File: config.mk
export PLATFORM = sky130hd
export DESIGN_NAME = see_slave
export DESIGN_NICKNAME = d
export VERILOG_FILES = /design/src/hdl/see_pkg.sv /design/src/hdl/see_slave.sv /design/src/hdl/see_sync.sv
export SDC_FILE = /design/constraint.sdc
export NUM_CORES = 1
export LEC_CHECK = 0
export BUFFER_PORTS_ARGS = -buffer_cell sky130_fd_sc_hd__buf_2
export CAP_MARGIN = 20
export CORE_UTILIZATION = 60
export DETAILED_ROUTE_END_ITERATION = 7
export GPL_ROUTABILITY_DRIVEN = 0
export PLACE_DENSITY = 0.81
export SYNTH_ARGS = -nofsm -noshare
export SYNTH_HDL_FRONTEND = slang
export SYNTH_SLANG_ARGS = --single-unit
export TNS_END_PERCENT = 10
File: constraint.sdc
create_clock -name core_clk_i -period 9.1 [get_ports core_clk_i]
set_clock_uncertainty 0.2 [all_clocks]
set_input_delay 2.73 -clock core_clk_i [delete_from_list [all_inputs] [get_ports core_clk_i]]
set_output_delay 2.73 -clock core_clk_i [all_outputs]
set_load 0.01 [all_outputs]
File: src/hdl/see_pkg.sv
// shared constants for the serial eeprom emulation slave
package see_pkg;

  // ***************************************************************
  // memory side
  // ***************************************************************
  localparam int          ADDR_W        = 18;      // decoded address bits
  localparam int          ADDR_BYTES    = 3;       // address bytes on the wire
  localparam logic [1:0]  ADDR_LAST_IDX = 2'h2;    // index of last address byte

  // ***************************************************************
  // i2c addressing
  // ***************************************************************
  localparam logic [6:0]  I2C_MEM_DEV   = 7'h50;   // memory bus address
  localparam logic [6:0]  I2C_SENS_DEV  = 7'h51;   // sensor bus address
  localparam logic [3:0]  BITS_PER_BYTE = 4'h8;    // bits in a byte

  // ***************************************************************
  // spi opcodes
  // ***************************************************************
  localparam logic [7:0]  OP_WRITE      = 8'h02;   // memory write
  localparam logic [7:0]  OP_READ       = 8'h03;   // memory read
  localparam logic [7:0]  OP_SENSOR     = 8'h80;   // sensor read

  // ***************************************************************
  // sensor selectors
  // ***************************************************************
  localparam logic [7:0]  SEL_VCC       = 8'h01;   // supply voltage
  localparam logic [7:0]  SEL_TEMP_C    = 8'h02;   // temperature celsius
  localparam logic [7:0]  SEL_TEMP_F    = 8'h03;   // temperature fahrenheit
  localparam int          SENS_W        = 32;      // float word width

  // ***************************************************************
  // pin synchroniser: {wp, mosi, cs_n, sclk, sda, scl}
  // ***************************************************************
  localparam int          PIN_N         = 6;
  localparam logic [5:0]  PIN_RST       = 6'h2f;   // idle levels with mosi low, wp set

endpackage

File: src/hdl/see_slave.sv
// serial eeprom emulation slave: i2c and spi front ends over one memory port
//
// Overview of operation
// nack memory address while write busy
// address counter; current read returns, increments
// master ends reads with nack, stop
// random read: write address, restart read
// sequential read advances counter per byte
// sensor read at 0x51 with selector byte
// selectors 1,2,3 return four-byte floats
// latest sensor values latched for instant reads
// spi clock idles high, capture rising
// spi writes only while write protect low
// select low per operation, high between
// first spi byte is opcode
// only low 18 address bits decoded
// host holds protect low before select
// host waits after select before clocking
// host pauses after address before data
// spi data streams, counter advances, immediate commit
// spi sensor read: 0x80 then selector
// memory answers at i2c address 0x50
// i2c write: address, location, data bytes
// protected writes discarded, transaction completes
`timescale 1ns/1ps
`default_nettype none

module see_slave #(
  parameter int                  AW = see_pkg::ADDR_W
) (
  input  wire logic              core_clk_i,
  input  wire logic              reset_i,
  input  wire logic              ce_i,
  // i2c pins, open drain data
  input  wire logic              scl_i,
  input  wire logic              sda_i,
  output logic                   sda_o,
  output logic                   sda_oe_n_o,
  // spi pins
  input  wire logic              sclk_i,
  input  wire logic              cs_n_i,
  input  wire logic              mosi_i,
  input  wire logic              wp_i,
  output logic                   miso_o,
  output logic                   miso_oe_n_o,
  // memory port, same clock
  output logic      [AW-1:0]     mem_addr_o,
  output logic      [7:0]        mem_wdata_o,
  output logic                   mem_we_o,
  input  wire logic [7:0]        mem_rdata_i,
  input  wire logic              mem_busy_i,
  // sensor samples, same clock
  input  wire logic [31:0]       sens_vcc_i,
  input  wire logic [31:0]       sens_temp_c_i,
  input  wire logic [31:0]       sens_temp_f_i,
  input  wire logic              sens_upd_i
);

  // ***************************************************************
  // types
  // ***************************************************************
  typedef enum logic [5:0] {
    I_IDLE = 6'h01,   // not addressed
    I_DEV  = 6'h02,   // receiving bus address
    I_ACK  = 6'h04,   // ack bit clock
    I_RX   = 6'h08,   // receiving write bytes
    I_TX   = 6'h10,   // sending read bytes
    I_MACK = 6'h20    // sampling master ack
  } see_i2c_state_type;

  typedef enum logic [5:0] {
    S_IDLE = 6'h01,   // select high
    S_OP   = 6'h02,   // opcode byte
    S_ADDR = 6'h04,   // address bytes
    S_SEL  = 6'h08,   // sensor selector
    S_WR   = 6'h10,   // write data stream
    S_RD   = 6'h20    // read data stream, also unknown opcodes
  } see_spi_state_type;

  // ***************************************************************
  // pin synchronisers
  // ***************************************************************
  logic [see_pkg::PIN_N-1:0] pins;   // synchronised pin levels

  see_sync #(
    .N       (see_pkg::PIN_N),
    .RST_VAL (see_pkg::PIN_RST)
  ) u_sync (
    .core_clk_i (core_clk_i),
    .reset_i    (reset_i),
    .ce_i       (ce_i),
    .async_i    ({wp_i, mosi_i, cs_n_i, sclk_i, sda_i, scl_i}),
    .sync_o     (pins)
  );

  logic scl_s, sda_s, sclk_s, cs_n_s, mosi_s, wp_s;
  assign {wp_s, mosi_s, cs_n_s, sclk_s, sda_s, scl_s} = pins;

  // ***************************************************************
  // state
  // ***************************************************************
  logic                   scl_q, sda_q, sclk_q;      // previous levels
  see_i2c_state_type      i_st, next_i_st;
  logic [3:0]             i_bit, next_i_bit;         // bit count
  logic [7:0]             i_sh, next_i_sh;           // shift register
  logic                   i_rd, next_i_rd;           // read direction
  logic                   i_sens, next_i_sens;       // sensor address hit
  logic [1:0]             i_cnt, next_i_cnt;         // write byte index, saturates
  logic [7:0]             i_sel, next_i_sel;         // sensor selector
  logic [1:0]             i_sidx, next_i_sidx;       // sensor byte index
  see_spi_state_type      s_st, next_s_st;
  logic [2:0]             s_bit, next_s_bit;
  logic [7:0]             s_rx, next_s_rx;
  logic [7:0]             s_tx, next_s_tx;
  logic                   s_wr, next_s_wr;           // write opcode seen
  logic                   s_sens, next_s_sens;       // sensor selector received
  logic [1:0]             s_cnt, next_s_cnt;         // address byte index
  logic                   s_pend, next_s_pend;       // load tx next cycle
  logic [7:0]             s_sel, next_s_sel;
  logic [1:0]             s_sidx, next_s_sidx;
  logic [AW-1:0]          next_addr;
  logic [7:0]             next_wdata;
  logic                   next_we;
  logic                   next_sda_oe_n, next_miso, next_miso_oe_n;
  logic [3*see_pkg::SENS_W-1:0] sens, next_sens;     // latched samples

  // sensor byte pick, msb first; unknown selector reads zero
  function automatic logic [7:0] sens_byte(input logic [7:0] sel,
                                           input logic [1:0] idx,
                                           input logic [3*see_pkg::SENS_W-1:0] v);
    logic [31:0] w;
    w = 32'h0000_0000;
    // selector decode
    unique case (sel)
      see_pkg::SEL_VCC:    w = v[31:0];
      see_pkg::SEL_TEMP_C: w = v[63:32];
      see_pkg::SEL_TEMP_F: w = v[95:64];
      default:             w = 32'h0000_0000;
    endcase
    return w[8'(31 - 8 * idx) -: 8];
  endfunction

  // ***************************************************************
  // next-state logic
  // ***************************************************************
  always_comb begin
    logic [7:0] byte_in;   // byte completed this edge
    logic [7:0] ld;        // byte loaded for transmit
    byte_in        = 8'h00;
    ld             = 8'h00;
    next_i_st = i_st;  next_i_bit = i_bit;  next_i_sh = i_sh;  next_i_rd = i_rd;
    next_i_sens = i_sens;  next_i_cnt = i_cnt;  next_i_sel = i_sel;  next_i_sidx = i_sidx;
    next_s_st = s_st;  next_s_bit = s_bit;  next_s_rx = s_rx;  next_s_tx = s_tx;
    next_s_wr = s_wr;  next_s_sens = s_sens;  next_s_cnt = s_cnt;  next_s_pend = 1'b0;
    next_s_sel = s_sel;  next_s_sidx = s_sidx;
    next_sda_oe_n  = sda_oe_n_o;
    next_miso      = miso_o;
    next_miso_oe_n = miso_oe_n_o;
    next_wdata     = mem_wdata_o;
    next_we        = 1'b0;
    // counter steps in the cycle after each commit
    next_addr      = mem_we_o ? mem_addr_o + 1'b1 : mem_addr_o;
    // keep latest samples
    next_sens      = sens_upd_i ? {sens_temp_f_i, sens_temp_c_i, sens_vcc_i} : sens;

    // -------------------- i2c --------------------
    if (scl_s && !sda_q && sda_s) begin
      // stop: release and wait
      next_i_st     = I_IDLE;
      next_sda_oe_n = 1'b1;
    end else if (scl_s && sda_q && !sda_s) begin
      // start or repeated start
      next_i_st     = I_DEV;
      next_i_bit    = 4'h0;
      next_sda_oe_n = 1'b1;
    end else begin
      unique case (i_st)
        I_IDLE: ;
        I_DEV, I_RX: begin
          if (scl_s && !scl_q) begin
            next_i_sh  = {i_sh[6:0], sda_s};
            next_i_bit = i_bit + 4'h1;
          end else if (!scl_s && scl_q && i_bit == see_pkg::BITS_PER_BYTE) begin
            next_i_bit = 4'h0;
            next_i_st  = I_ACK;
            next_i_rd  = 1'b0;
            if (i_st == I_DEV) begin
              next_i_rd   = i_sh[0];
              next_i_cnt  = 2'h0;
              next_i_sens = (i_sh[7:1] == see_pkg::I2C_SENS_DEV);
              // busy memory leaves address unanswered
              // memory address match
              // sensor address match
              if ((i_sh[7:1] == see_pkg::I2C_MEM_DEV && !mem_busy_i)
                  || i_sh[7:1] == see_pkg::I2C_SENS_DEV) begin
                next_sda_oe_n = 1'b0;
              end else begin
                next_i_st = I_IDLE;
              end
            end else begin
              next_sda_oe_n = 1'b0;
              if (i_sens) begin
                // selector byte
                next_i_sel  = i_sh;
                next_i_sidx = 2'h0;
              end else if (i_cnt <= see_pkg::ADDR_LAST_IDX) begin
                // location bytes; R13: low bits kept
                next_addr  = AW'({mem_addr_o, i_sh});
                next_i_cnt = i_cnt + 2'h1;
              end else begin
                // data byte stored; R21: dropped when protected
                next_we    = !wp_s;
                next_wdata = i_sh;
              end
            end
          end
        end
        I_ACK: begin
          if (!scl_s && scl_q) begin
            next_sda_oe_n = 1'b1;
            next_i_st     = i_rd ? I_TX : I_RX;
            if (i_rd) begin
              // current byte then advance; R5: per byte
              if (i_sens) begin
                ld          = sens_byte(i_sel, i_sidx, sens);
                next_i_sidx = i_sidx + 2'h1;
              end else begin
                ld        = mem_rdata_i;
                next_addr = mem_addr_o + 1'b1;
              end
              next_i_sh     = ld;
              next_sda_oe_n = ld[7];
            end
          end
        end
        I_TX: begin
          if (!scl_s && scl_q) begin
            next_i_sh  = {i_sh[6:0], 1'b1};
            next_i_bit = i_bit + 4'h1;
            if (i_bit == 4'h7) begin
              next_sda_oe_n = 1'b1;
              next_i_bit    = 4'h0;
              next_i_st     = I_MACK;
            end else begin
              next_sda_oe_n = i_sh[6];
            end
          end
        end
        I_MACK: begin
          // nack ends the read, stop follows
          if (scl_s && !scl_q) begin
            next_i_st = sda_s ? I_IDLE : I_ACK;
          end
        end
        default: next_i_st = I_IDLE;
      endcase
    end

    // -------------------- spi --------------------
    if (cs_n_s) begin
      // select high ends any operation
      next_s_st      = S_IDLE;
      next_miso_oe_n = 1'b1;
    end else begin
      if (s_st == S_IDLE) begin
        // opcode first
        next_s_st      = S_OP;
        next_s_bit     = 3'h0;
        next_miso_oe_n = 1'b0;
      end
      // capture on rising edge of an idle-high clock
      if (s_st != S_IDLE && sclk_s && !sclk_q) begin
        byte_in    = {s_rx[6:0], mosi_s};
        next_s_rx  = byte_in;
        next_s_bit = s_bit + 3'h1;
        next_s_tx  = {s_tx[6:0], 1'b1};
        next_miso  = s_tx[6];
        if (s_bit == 3'h7) begin
          unique case (s_st)
            S_OP: begin
              next_s_cnt  = 2'h0;
              next_s_wr   = (byte_in == see_pkg::OP_WRITE);
              next_s_sens = 1'b0;
              if (byte_in == see_pkg::OP_WRITE || byte_in == see_pkg::OP_READ) begin
                next_s_st = S_ADDR;
              end else if (byte_in == see_pkg::OP_SENSOR) begin
                // selector follows
                next_s_st = S_SEL;
              end else begin
                // unknown opcode: idle stream of ones
                next_s_st = S_RD;
                next_s_tx = 8'hff;
              end
            end
            S_ADDR: begin
              // 24 bits in, low bits kept
              next_addr  = AW'({mem_addr_o, byte_in});
              next_s_cnt = s_cnt + 2'h1;
              if (s_cnt == see_pkg::ADDR_LAST_IDX) begin
                next_s_st   = s_wr ? S_WR : S_RD;
                next_s_pend = !s_wr;
              end
            end
            S_SEL: begin
              next_s_sel  = byte_in;
              next_s_sidx = 2'h0;
              next_s_sens = 1'b1;
              next_s_st   = S_RD;
              next_s_pend = 1'b1;
            end
            S_WR: begin
              // protect pin gates the commit; R17: immediate
              next_we    = !wp_s;
              next_wdata = byte_in;
            end
            S_RD: next_s_pend = s_wr || s_sens || s_cnt != 2'h0;
            default: next_s_st = S_IDLE;
          endcase
        end
      end
      if (s_pend) begin
        // next byte ready before the following rising edge
        if (s_sens) begin
          ld          = sens_byte(s_sel, s_sidx, sens);
          next_s_sidx = s_sidx + 2'h1;
        end else begin
          ld        = mem_rdata_i;
          next_addr = mem_addr_o + 1'b1;
        end
        next_s_tx = ld;
        next_miso = ld[7];
      end
    end
  end

  // ***************************************************************
  // registers, frozen while clock enable is low
  // ***************************************************************
  always_ff @(posedge core_clk_i or posedge reset_i) begin
    if (reset_i) begin
      scl_q <= 1'b1;  sda_q <= 1'b1;  sclk_q <= 1'b1;
      i_st <= I_IDLE;  i_bit <= 4'h0;  i_sh <= 8'h00;  i_rd <= 1'b0;
      i_sens <= 1'b0;  i_cnt <= 2'h0;  i_sel <= 8'h00;  i_sidx <= 2'h0;
      s_st <= S_IDLE;  s_bit <= 3'h0;  s_rx <= 8'h00;  s_tx <= 8'hff;
      s_wr <= 1'b0;  s_sens <= 1'b0;  s_cnt <= 2'h0;  s_pend <= 1'b0;
      s_sel <= 8'h00;  s_sidx <= 2'h0;  sens <= '0;
      sda_o <= 1'b0;  sda_oe_n_o <= 1'b1;  miso_o <= 1'b1;  miso_oe_n_o <= 1'b1;
      mem_addr_o <= '0;  mem_wdata_o <= 8'h00;  mem_we_o <= 1'b0;
    end else if (ce_i) begin
      scl_q <= scl_s;  sda_q <= sda_s;  sclk_q <= sclk_s;
      i_st <= next_i_st;  i_bit <= next_i_bit;  i_sh <= next_i_sh;  i_rd <= next_i_rd;
      i_sens <= next_i_sens;  i_cnt <= next_i_cnt;  i_sel <= next_i_sel;
      i_sidx <= next_i_sidx;
      s_st <= next_s_st;  s_bit <= next_s_bit;  s_rx <= next_s_rx;  s_tx <= next_s_tx;
      s_wr <= next_s_wr;  s_sens <= next_s_sens;  s_cnt <= next_s_cnt;
      s_pend <= next_s_pend;  s_sel <= next_s_sel;  s_sidx <= next_s_sidx;
      sens <= next_sens;
      sda_o <= 1'b0;
      sda_oe_n_o <= next_sda_oe_n;  miso_o <= next_miso;  miso_oe_n_o <= next_miso_oe_n;
      mem_addr_o <= next_addr;  mem_wdata_o <= next_wdata;  mem_we_o <= next_we;
    end
  end

endmodule

`default_nettype wire

File: src/hdl/see_sync.sv
// two flip-flop synchroniser bank for the serial pins
`timescale 1ns/1ps
`default_nettype none

module see_sync #(
  parameter int               N       = 6,
  parameter logic [N-1:0]     RST_VAL = '0
) (
  input  wire logic           core_clk_i,
  input  wire logic           reset_i,
  input  wire logic           ce_i,
  input  wire logic [N-1:0]   async_i,
  output logic      [N-1:0]   sync_o
);

  // ***************************************************************
  // per-bit two stage chain
  // ***************************************************************
  logic [N-1:0] meta;   // first stage, read only by second stage

  genvar g;
  generate
    for (g = 0; g < N; g++) begin : g_bit
      // first stage only feeds second, never any logic
      always_ff @(posedge core_clk_i or posedge reset_i) begin
        if (reset_i) begin
          meta[g]   <= RST_VAL[g];
          sync_o[g] <= RST_VAL[g];
        end else if (ce_i) begin
          meta[g]   <= async_i[g];
          sync_o[g] <= meta[g];
        end
      end
    end
  endgenerate

endmodule

`default_nettype wire

==> Word-level counts from Yosys, hierarchy flattened <==
Cells that the tools add are included.
{ "word_totals": {"reg_bits": 211, "input_bits": 115, "out_inout_bits": 31, "wordCells": 294} }
{ "classes": {"n_addsub": 9, "order_cmp": 1, "eq_ne": 48, "shifts": 2, "n_mux": 135, "bitwise": 5, "reduce_logical": 54} }
{ "op_table": {"columns": ["cell", "count"], "rows": [
  ["two-way mux 18 bit", 17],
  ["two-way mux 32 bit", 9],
  ["case mux 32 bit (3 select lines)", 2],
  ["two-way mux 8 bit", 18],
  ["two-way mux 6 bit", 16],
  ["indexed part select 39 x 9 -> 8 bit", 2],
  ["equality test 8 x 2 -> 1 bit, second input constant", 6],
  ["two-way mux 7 bit", 6],
  ["case mux 18 bit (2 select lines)", 1],
  ["AND reduction 8 bit", 4],
  ["two-way mux 1 bit", 31],
  ["two-way mux 2 bit", 15],
  ["case mux 6 bit (5 select lines)", 1],
  ["!= test 4 bit, second input constant", 7],
  ["AND reduction 5 bit", 5],
  ["case mux 6 bit (4 select lines)", 1],
  ["case mux 8 bit (3 select lines)", 1],
  ["two-way mux 4 bit", 5],
  ["adder 18 x 1 -> 18 bit, second input constant", 1],
  ["!= test 2 bit, second input constant", 9],
  ["equality test 8 x 1 -> 1 bit, second input constant", 2],
  ["nonzero test 2 bit", 8],
  ["two-way mux 3 bit", 5],
  ["equality test 7 bit, second input constant", 2],
  ["37 further kinds", 80]
]} }

==> Depth between registers and ports, before layout <==
Gate-level depths: netlist of run 1.
{ "logic_depth": {"depth_word": 16, "ltp_mapped": 10, "depth_no_buf": 8} }

==> By module <==
A second synthesis of run 1 with hierarchy kept.
{ "unflattened": {"hier_cells": 1309, "area_unflattened_um2": 12927.4} }
{ "by_module_without_submodules": {"columns": ["module", "instances", "cells_per_inst", "area_per_inst_um2", "seq_area_each_um2"], "rows": [
  ["see_slave", 1, 1283, 12426.9, 4998.5],
  ["see_sync", 1, 26, 500.5, 312.8]
]} }

==> Least setup slack after synthesis of run 1 <==
Ideal clock, no wire load.
{ "synth_timing": {"path_type": "input-to-reg", "from": "input port ce_i", "to": "register sens[10] (netlist bit)", "setup_time_ns": 0.125, "arrival_ns": 4.151, "t_required_ns": 8.775, "slack_ns": 4.624, "path_stages": 5, "path_buffers": 3, "cell_sequence": "clkbuf_1 -> nand2_1 -> buf_1 -> clkbuf_1 -> mux2_2"} }
{ "synth_between": {"elab_chain_len": 1} }
{ "synth_lines": {"columns": ["element", "line", "text"], "rows": [
  ["from (decl)", "see_slave.sv:33", "input wire logic ce_i,"],
  ["AND reduction 2 bit (no source line)", null, null],
  ["to (signal assigned)", "see_slave.sv:357", "sens <= next_sens;"],
  ["to (decl)", "see_slave.sv:125", "logic [3*see_pkg::SENS_W-1:0] sens, next_sens;"]
]} }
Every way passes these cells.
A chain may end at the register's enable or synchronous reset.

==> Final worst setup path of run 1 <==
{ "layout_timing": {"from": "input port ce_i", "to": "register s_sel[3]"} }
{ "layout_between": {"elab_chain_len": 1} }
{ "layout_lines": {"columns": ["element", "line", "text"], "rows": [
  ["AND reduction 5 bit (no source line)", null, null],
  ["to (signal assigned)", "see_slave.sv:356", "s_pend <= next_s_pend; s_sel <= next_s_sel; s_sidx <= next_s_sidx;"],
  ["to (decl)", "see_slave.sv:119", "logic [7:0] s_sel, next_s_sel;"]
]} }
Every way passes these cells.

==> flow_summary.yaml, run 1 <==
drt:
  vias_per_cell: 7.01
  wl_per_cell_um: 23.3
  wl_um: 38700
  vias: 11700
  drt_iter0_drc: 1260
  drc: 0
  ant_nets: 0
  firstDrtPassIters: 5
clocking:
  cts_hold_buf: 0
  cts_root_buf: "clkbuf_16"
  numCtsBuffers: 25
  cts.reportedPaths.clkPinSlew_ns: 0.06
  cts_tree: "yes"
  clockBufferDepth: 3
  clock_latency_ns: 0.54
  postCtsSetupBuffers: 0
  clock_sinks: 211
  htreeDepth: 1
  cts_resized: 0
hold_path:
  hp-class: "reg -> reg"
critical_path:
  required_ns: 9.33
  startpoint_type: "input port"
  arrival_ns: 4.85
  critPathKind: "in -> reg"
  worst-path-max-fanout: 19
  cp-end-kind: "flip-flop"
logic_synthesis:
  synth_area_um2: 13000
  synthMuxAreaShare_pct: 18.2
  async_flop_share_pct: 100
  synth_flop_cell: "dfrtp_1"
  avgSynthCellArea_um2: 10.1
  synth_xor_area_share_pct: 1.89
  ys_seq_area_share_pct: 40.9
  synth-edff-count: 0
  ys_ff_latch: 211
  synth_compound_area_share_pct: 21.4
  ys_types: 95
  synthCells: 1284
  synth_fp_nets: 1407
  synthSimpleGateAreaFrac_pct: 12.8
  synth_top_family_by_area: "compound AO/OA/AOI/OAI gates"
  yosysWarnings: 0
  synth_adder_area_share_pct: 0.771
cells_and_area:
  layout_common_cells: "200 x mux2_2, 186 x dfrtp_1, 144 x buf_2, 73 x nor2_1, 65 x nand2_1"
  nFillCells: 1596
  nNetsFinal: 1492
  fin_cells: 1663
  area_growth_pct: 13.7
  final_common_cell: "mux2_2"
  antenna_cells: 0
  drive_above_1_share_pct: 33.0
floorplanning:
  fp.coreArea_um2: 21100
  io_pins: 146
  start_util_pct: 61.5
  die_h_um: 149
  num_rows: 53
  die_area_um2: 22200
  die_w_um: 149
sta:
  finalSetupTns_ns: 0
  max_slew_margin_pct: 25.2
  fin_crit_ns: 4.63
  setup_violations: 0
  rsz0062_at_grt: "no"
  fmax_mhz: 216
  slew_violations: 0
  worst_slew_pin_slew_ns: 1.12
  finalCritPeriodShare_pct: 50.9
  finalHoldViolCount: 0
outcome:
  status: "finished clean"
pwr:
  p_leak_nw: 6.07
  vdd_ir_drop_max_mv: 0.175
  power.density_nw_per_um2: 211
grt:
  grt_pass1_wl_um: 61100
  grt_use_total_pct: 34.9
  grt_max_degree: 164
  grt_pass1_vias: 11200
  grt_overflow_total: 0
  antenna_found_initial: 0
placed_design:
  post-dp-hpwl_um: 25600
  port_buffers: 144
  dp.cells: 1615
flow_run:
  max-cap-violations: 0
[worst max-delay path, stage by stage]
cell,delay (ns)
buf_2,0.11
inv_2,0.19
nor2_1,0.52
nand2_1,0.26
nor2_1,0.62
mux2_2,0.41
[final cells by class]
| cell class | instances | area, µm² | share of cell area, % |
|---|---|---|---|
| flip-flops and latches | 211 | 5310 | 36.0 |
| multi-input cells | 950 | 7160 | 48.6 |
| clock inverters | 15 | 272 | 1.84 |
| inverters | 22 | 90.1 | 0.611 |
| well taps | 275 | 344 | 2.33 |
| repair buffers | 159 | 873 | 5.92 |
| clock buffers | 31 | 698 | 4.73 |
[cell usage after synthesis, types with 25 or more instances]
master    number  share of area [%]
dfrtp_1      186                 36
dfstp_2       25                5.1
a21oi_1       62                2.4
o21ai_0       61                2.4
nand3_1       34                1.3
clkbuf_1      75                2.2
a221oi_1      41                2.8
a22oi_1       41                2.4
nor3_1        26                1.0
nand2_1       66                1.9
mux2_2       200                 17
nor2_1        73                2.1
[layer usage]
layer | vias to the layer above | track usage [%] | share of wire [%]
li1 | 5110 | - | -
met1 | 5616 | 44.8 | 38
met3 | 167 | 7.31 | 9.9
met4 | 0 | 20.2 | 6.1
met2 | 758 | 54.7 | 46
met5 | - | 0 | 0
[path summary, 6_finish.rpt]
path	end	depth (start not counted)	start	slack [ns]
worst max-delay path	s_sel[3]	6	ce_i	4.47
worst min-delay path	u_sync.sync_o[1]	2	u_sync.meta[1]	0.29
worst min register to register	u_sync.sync_o[1]	2	u_sync.meta[1]	0.29
min in group asynchronous	sens[83]	2	reset_i	1.93
worst max register to register	mem_addr_o[5]	6	scl_q	5.80
max in group asynchronous	u_sync.meta[4]	3	reset_i	5.81
[power breakdown]
group | switching, W | internal (W)
Sequential | 0.000209 | 0.00110
Combinational | 0.000332 | 0.000300
Clock | 0.000422 | 0.000746
[sequential cells by signal (all words and copies together), names as in the netlist, 7 cells and up]
signal	flops
i_sel	8
i_sh	8
mem_addr_o	18
mem_wdata_o	8
s_rx	7
s_sel	8
s_tx	7
sens	96
[metrics by stage]
step | cell area (µm²) | worst slack [ns] | utilization [%] | hold WS (ns) | power [W]
2_1_floorplan | 13000 | 0.445 | - | 0.257 | 0.00172
3_3_place_gp | 13700 | 4.10 | 65.1 | 0.273 | 0.00190
3_5_place_dp | 13700 | 4.04 | 65.1 | 0.286 | 0.00192
4_1_cts | 14700 | 4.60 | 69.7 | 0.296 | 0.00310
5_1_grt | 14800 | 4.42 | 69.9 | 0.321 | 0.00324
6_report | 14800 | 4.47 | 69.9 | 0.292 | 0.00311
[logic make-up after synthesis]
| group | after synthesis |
|---|---|
| compound gates | 386 |
| simple gates | 316 |
| mux | 211 |
| flops | 211 |
| buf+inv | 123 |
| xor+xnor | 28 |
| fa+ha+maj | 8 |
| other cells | 1 |
Power figures use the tool's default switching activity.
==> run 2: changes to the inputs <==
==> constraint.sdc (replaced) <==
create_clock -name core_clk_i -period 4.71 [get_ports core_clk_i]
set_clock_uncertainty 0.2 [all_clocks]
set_input_delay 1.413 -clock core_clk_i [delete_from_list [all_inputs] [get_ports core_clk_i]]
set_output_delay 1.413 -clock core_clk_i [all_outputs]
set_load 0.01 [all_outputs]
==> run 2 against run 1 <==
  * Clock power grew 65%
  * Power rose by 83%
  * Cell count increased by 0.30%
  * Highest routed layer unchanged
  * Register-to-register slack worse by 4.3 ns
  * Via count up 0.83%
  * Utilization decreased by 0.48 points
  * Routed wire length fell by 0.60%
  * Combinational power rose by 93%
  * Sequential power increased by 94%
  * Die area stayed put
==> flow_summary.yaml, run 2 (synthesis gave the netlist of run 1 again) <==
outcome:
  status: "finished clean"
sta:
  rsz0062_at_grt: "no"
  fin_crit_ns: 3.24
  setup_ws_ns: 1.47
  fmax_mhz: 309
  max_slew_margin_pct: 28.1
  finalHoldViolCount: 0
  slew_violations: 0
  setup_violations: 0
  worst_slew_pin_slew_ns: 1.08
  finalSetupTns_ns: 0
  finalCritPeriodShare_pct: 68.7
hold_path:
  hp-class: "reg -> reg"
cells_and_area:
  final_common_cell: "mux2_2"
  seq_area_um2: 5310
  layout_common_cells: "200 x mux2_2, 186 x dfrtp_1, 144 x buf_2, 73 x nor2_1, 65 x nand2_1"
  top_register: "sens"
  multi_input_area_um2: 7160
  area_growth_pct: 12.9
  top_regs: "sens: 96 flops, mem_addr_o: 18 flops"
  nFillCells: 1617
  largest_reg_flops: 96
  drive_above_1_share_pct: 32.8
  nNetsFinal: 1499
drt:
  wl_per_cell_um: 23.0
  wl_um: 38400
  vias_per_cell: 7.04
  vias: 11700
  firstDrtPassIters: 6
  drc: 0
  ant_nets: 0
  drt_iter0_drc: 1103
floorplanning:
  io_pins: 146
  num_rows: 53
  start_util_pct: 61.5
  die_w_um: 149
  die_area_um2: 22200
  die_h_um: 149
  fp.coreArea_um2: 21100
critical_path:
  rr_worst_depth: 6
  arrival_ns: 3.44
  r2r_setup_slack_ns: 1.47
  worstSetupEndpoint: "mem_addr_o[5]"
  required_ns: 4.91
  r2r-end: "mem_addr_o[5]"
  timing.rr.start: "scl_q"
  critPathKind: "reg -> reg"
  cp-end-kind: "flip-flop"
  startpoint_type: "flip-flop"
  worstSetupStartpoint: "scl_q"
  worst-path-max-fanout: 15
grt:
  grt_max_degree: 83
  grt_overflow_total: 0
  grt_pass1_wl_um: 61000
  grt_use_total_pct: 34.8
  grt_pass1_vias: 11300
  antenna_found_initial: 1
clocking:
  postCtsSetupBuffers: 0
  cts.reportedPaths.clkPinSlew_ns: 0.06
  cts_root_buf: "clkbuf_16"
  cts_hold_buf: 0
  clock_latency_ns: 0.54
  clockBufferDepth: 3
  cts_tree: "yes"
  htreeDepth: 1
  clock_sinks: 211
  cts_resized: 0
  numCtsBuffers: 24
flow_run:
  max-cap-violations: 0
pwr:
  vdd_ir_drop_max_mv: 0.360
  p_leak_nw: 6.01
  power.density_nw_per_um2: 388
placed_design:
  post-dp-hpwl_um: 26400
  place_ws_ns: 1.28
  port_buffers: 144
run 2: changes by cell type in the layout (fill, tap and decap cells not counted):
cell	delta
diode_2	+1
buf_12	+3
inv_16	-1
inv_8	-1
buf_4	+7
clkbuf_16	-1
buf_16	-2
inv_6	-1
clkbuf_8	-2
clkbuf_1	+5
clkinv_2	-1
clkinv_16	+1
clkinvlp_4	+1
bufinv_16	-4
run 2: worst min-delay path by stage:
stage	start	endpoint	cells past startpoint
global route	i_sel[5]	i_sel[5]	1
floorplan	s_cnt[0]	s_cnt[0]	1
CTS	u_sync.meta[4]	u_sync.meta[4]	1
global placement	u_sync.meta[5]	u_sync.sync_o[5]	2
detailed placement	u_sync.meta[4]	u_sync.meta[4]	1
finish	u_sync.meta[5]	u_sync.sync_o[5]	2
run 2: metrics by stage:
| step | cells | hold slack (ns) | instance area [µm²] | total power (W) | utilization [%] |
|---|---|---|---|---|---|
| after detailed placement | 1625 | 0.297 | 13800 | 0.00375 | 65.6 |
| after CTS | 1667 | 0.308 | 14600 | 0.00568 | 69.5 |
| after floorplan | 1284 | 0.257 | 13000 | 0.00333 | - |
| after global routing | 1667 | 0.315 | 14600 | 0.00593 | 69.5 |
| final | 1668 | 0.302 | 14600 | 0.00569 | 69.5 |
| after global placement | 1625 | 0.272 | 13800 | 0.00368 | 65.6 |
run 2: metal layers:
metal,global-route usage [%],part of all wire [%]
met5,0,0
met4,18.7,5.9
met3,6.64,9.1
met2,56.3,46
met1,44.2,39
run 2: power by group:
group | leakage (nW) | internal [W] | switching (W)
Clock | 0.394 | 0.00115 | 0.000773
Combinational | 3.05 | 0.000582 | 0.000639
Sequential | 2.57 | 0.00213 | 0.000408
Total | 6.01 | 0.00387 | 0.00182
run 2: cell type report:
class | instances | share of cell area (%)
Clock buffer | 33 | 4.54
Antenna cell | 1 | 0.0171
Multi-Input combinational cell | 950 | 48.9
Timing Repair Buffer | 167 | 6.35
Inverter | 22 | 0.589
Tap cell | 275 | 2.35
Sequential cell | 211 | 36.3
Clock inverter | 9 | 1.01
run 2: critical path, stage by stage (launching register included):
cell and delay, ns:
dfstp_2 0.59, nor2b_1 0.44, and2_0 0.47, nand3_1 0.65, mux2_2 0.50, a22oi_1 0.15
nand3_1 0.10
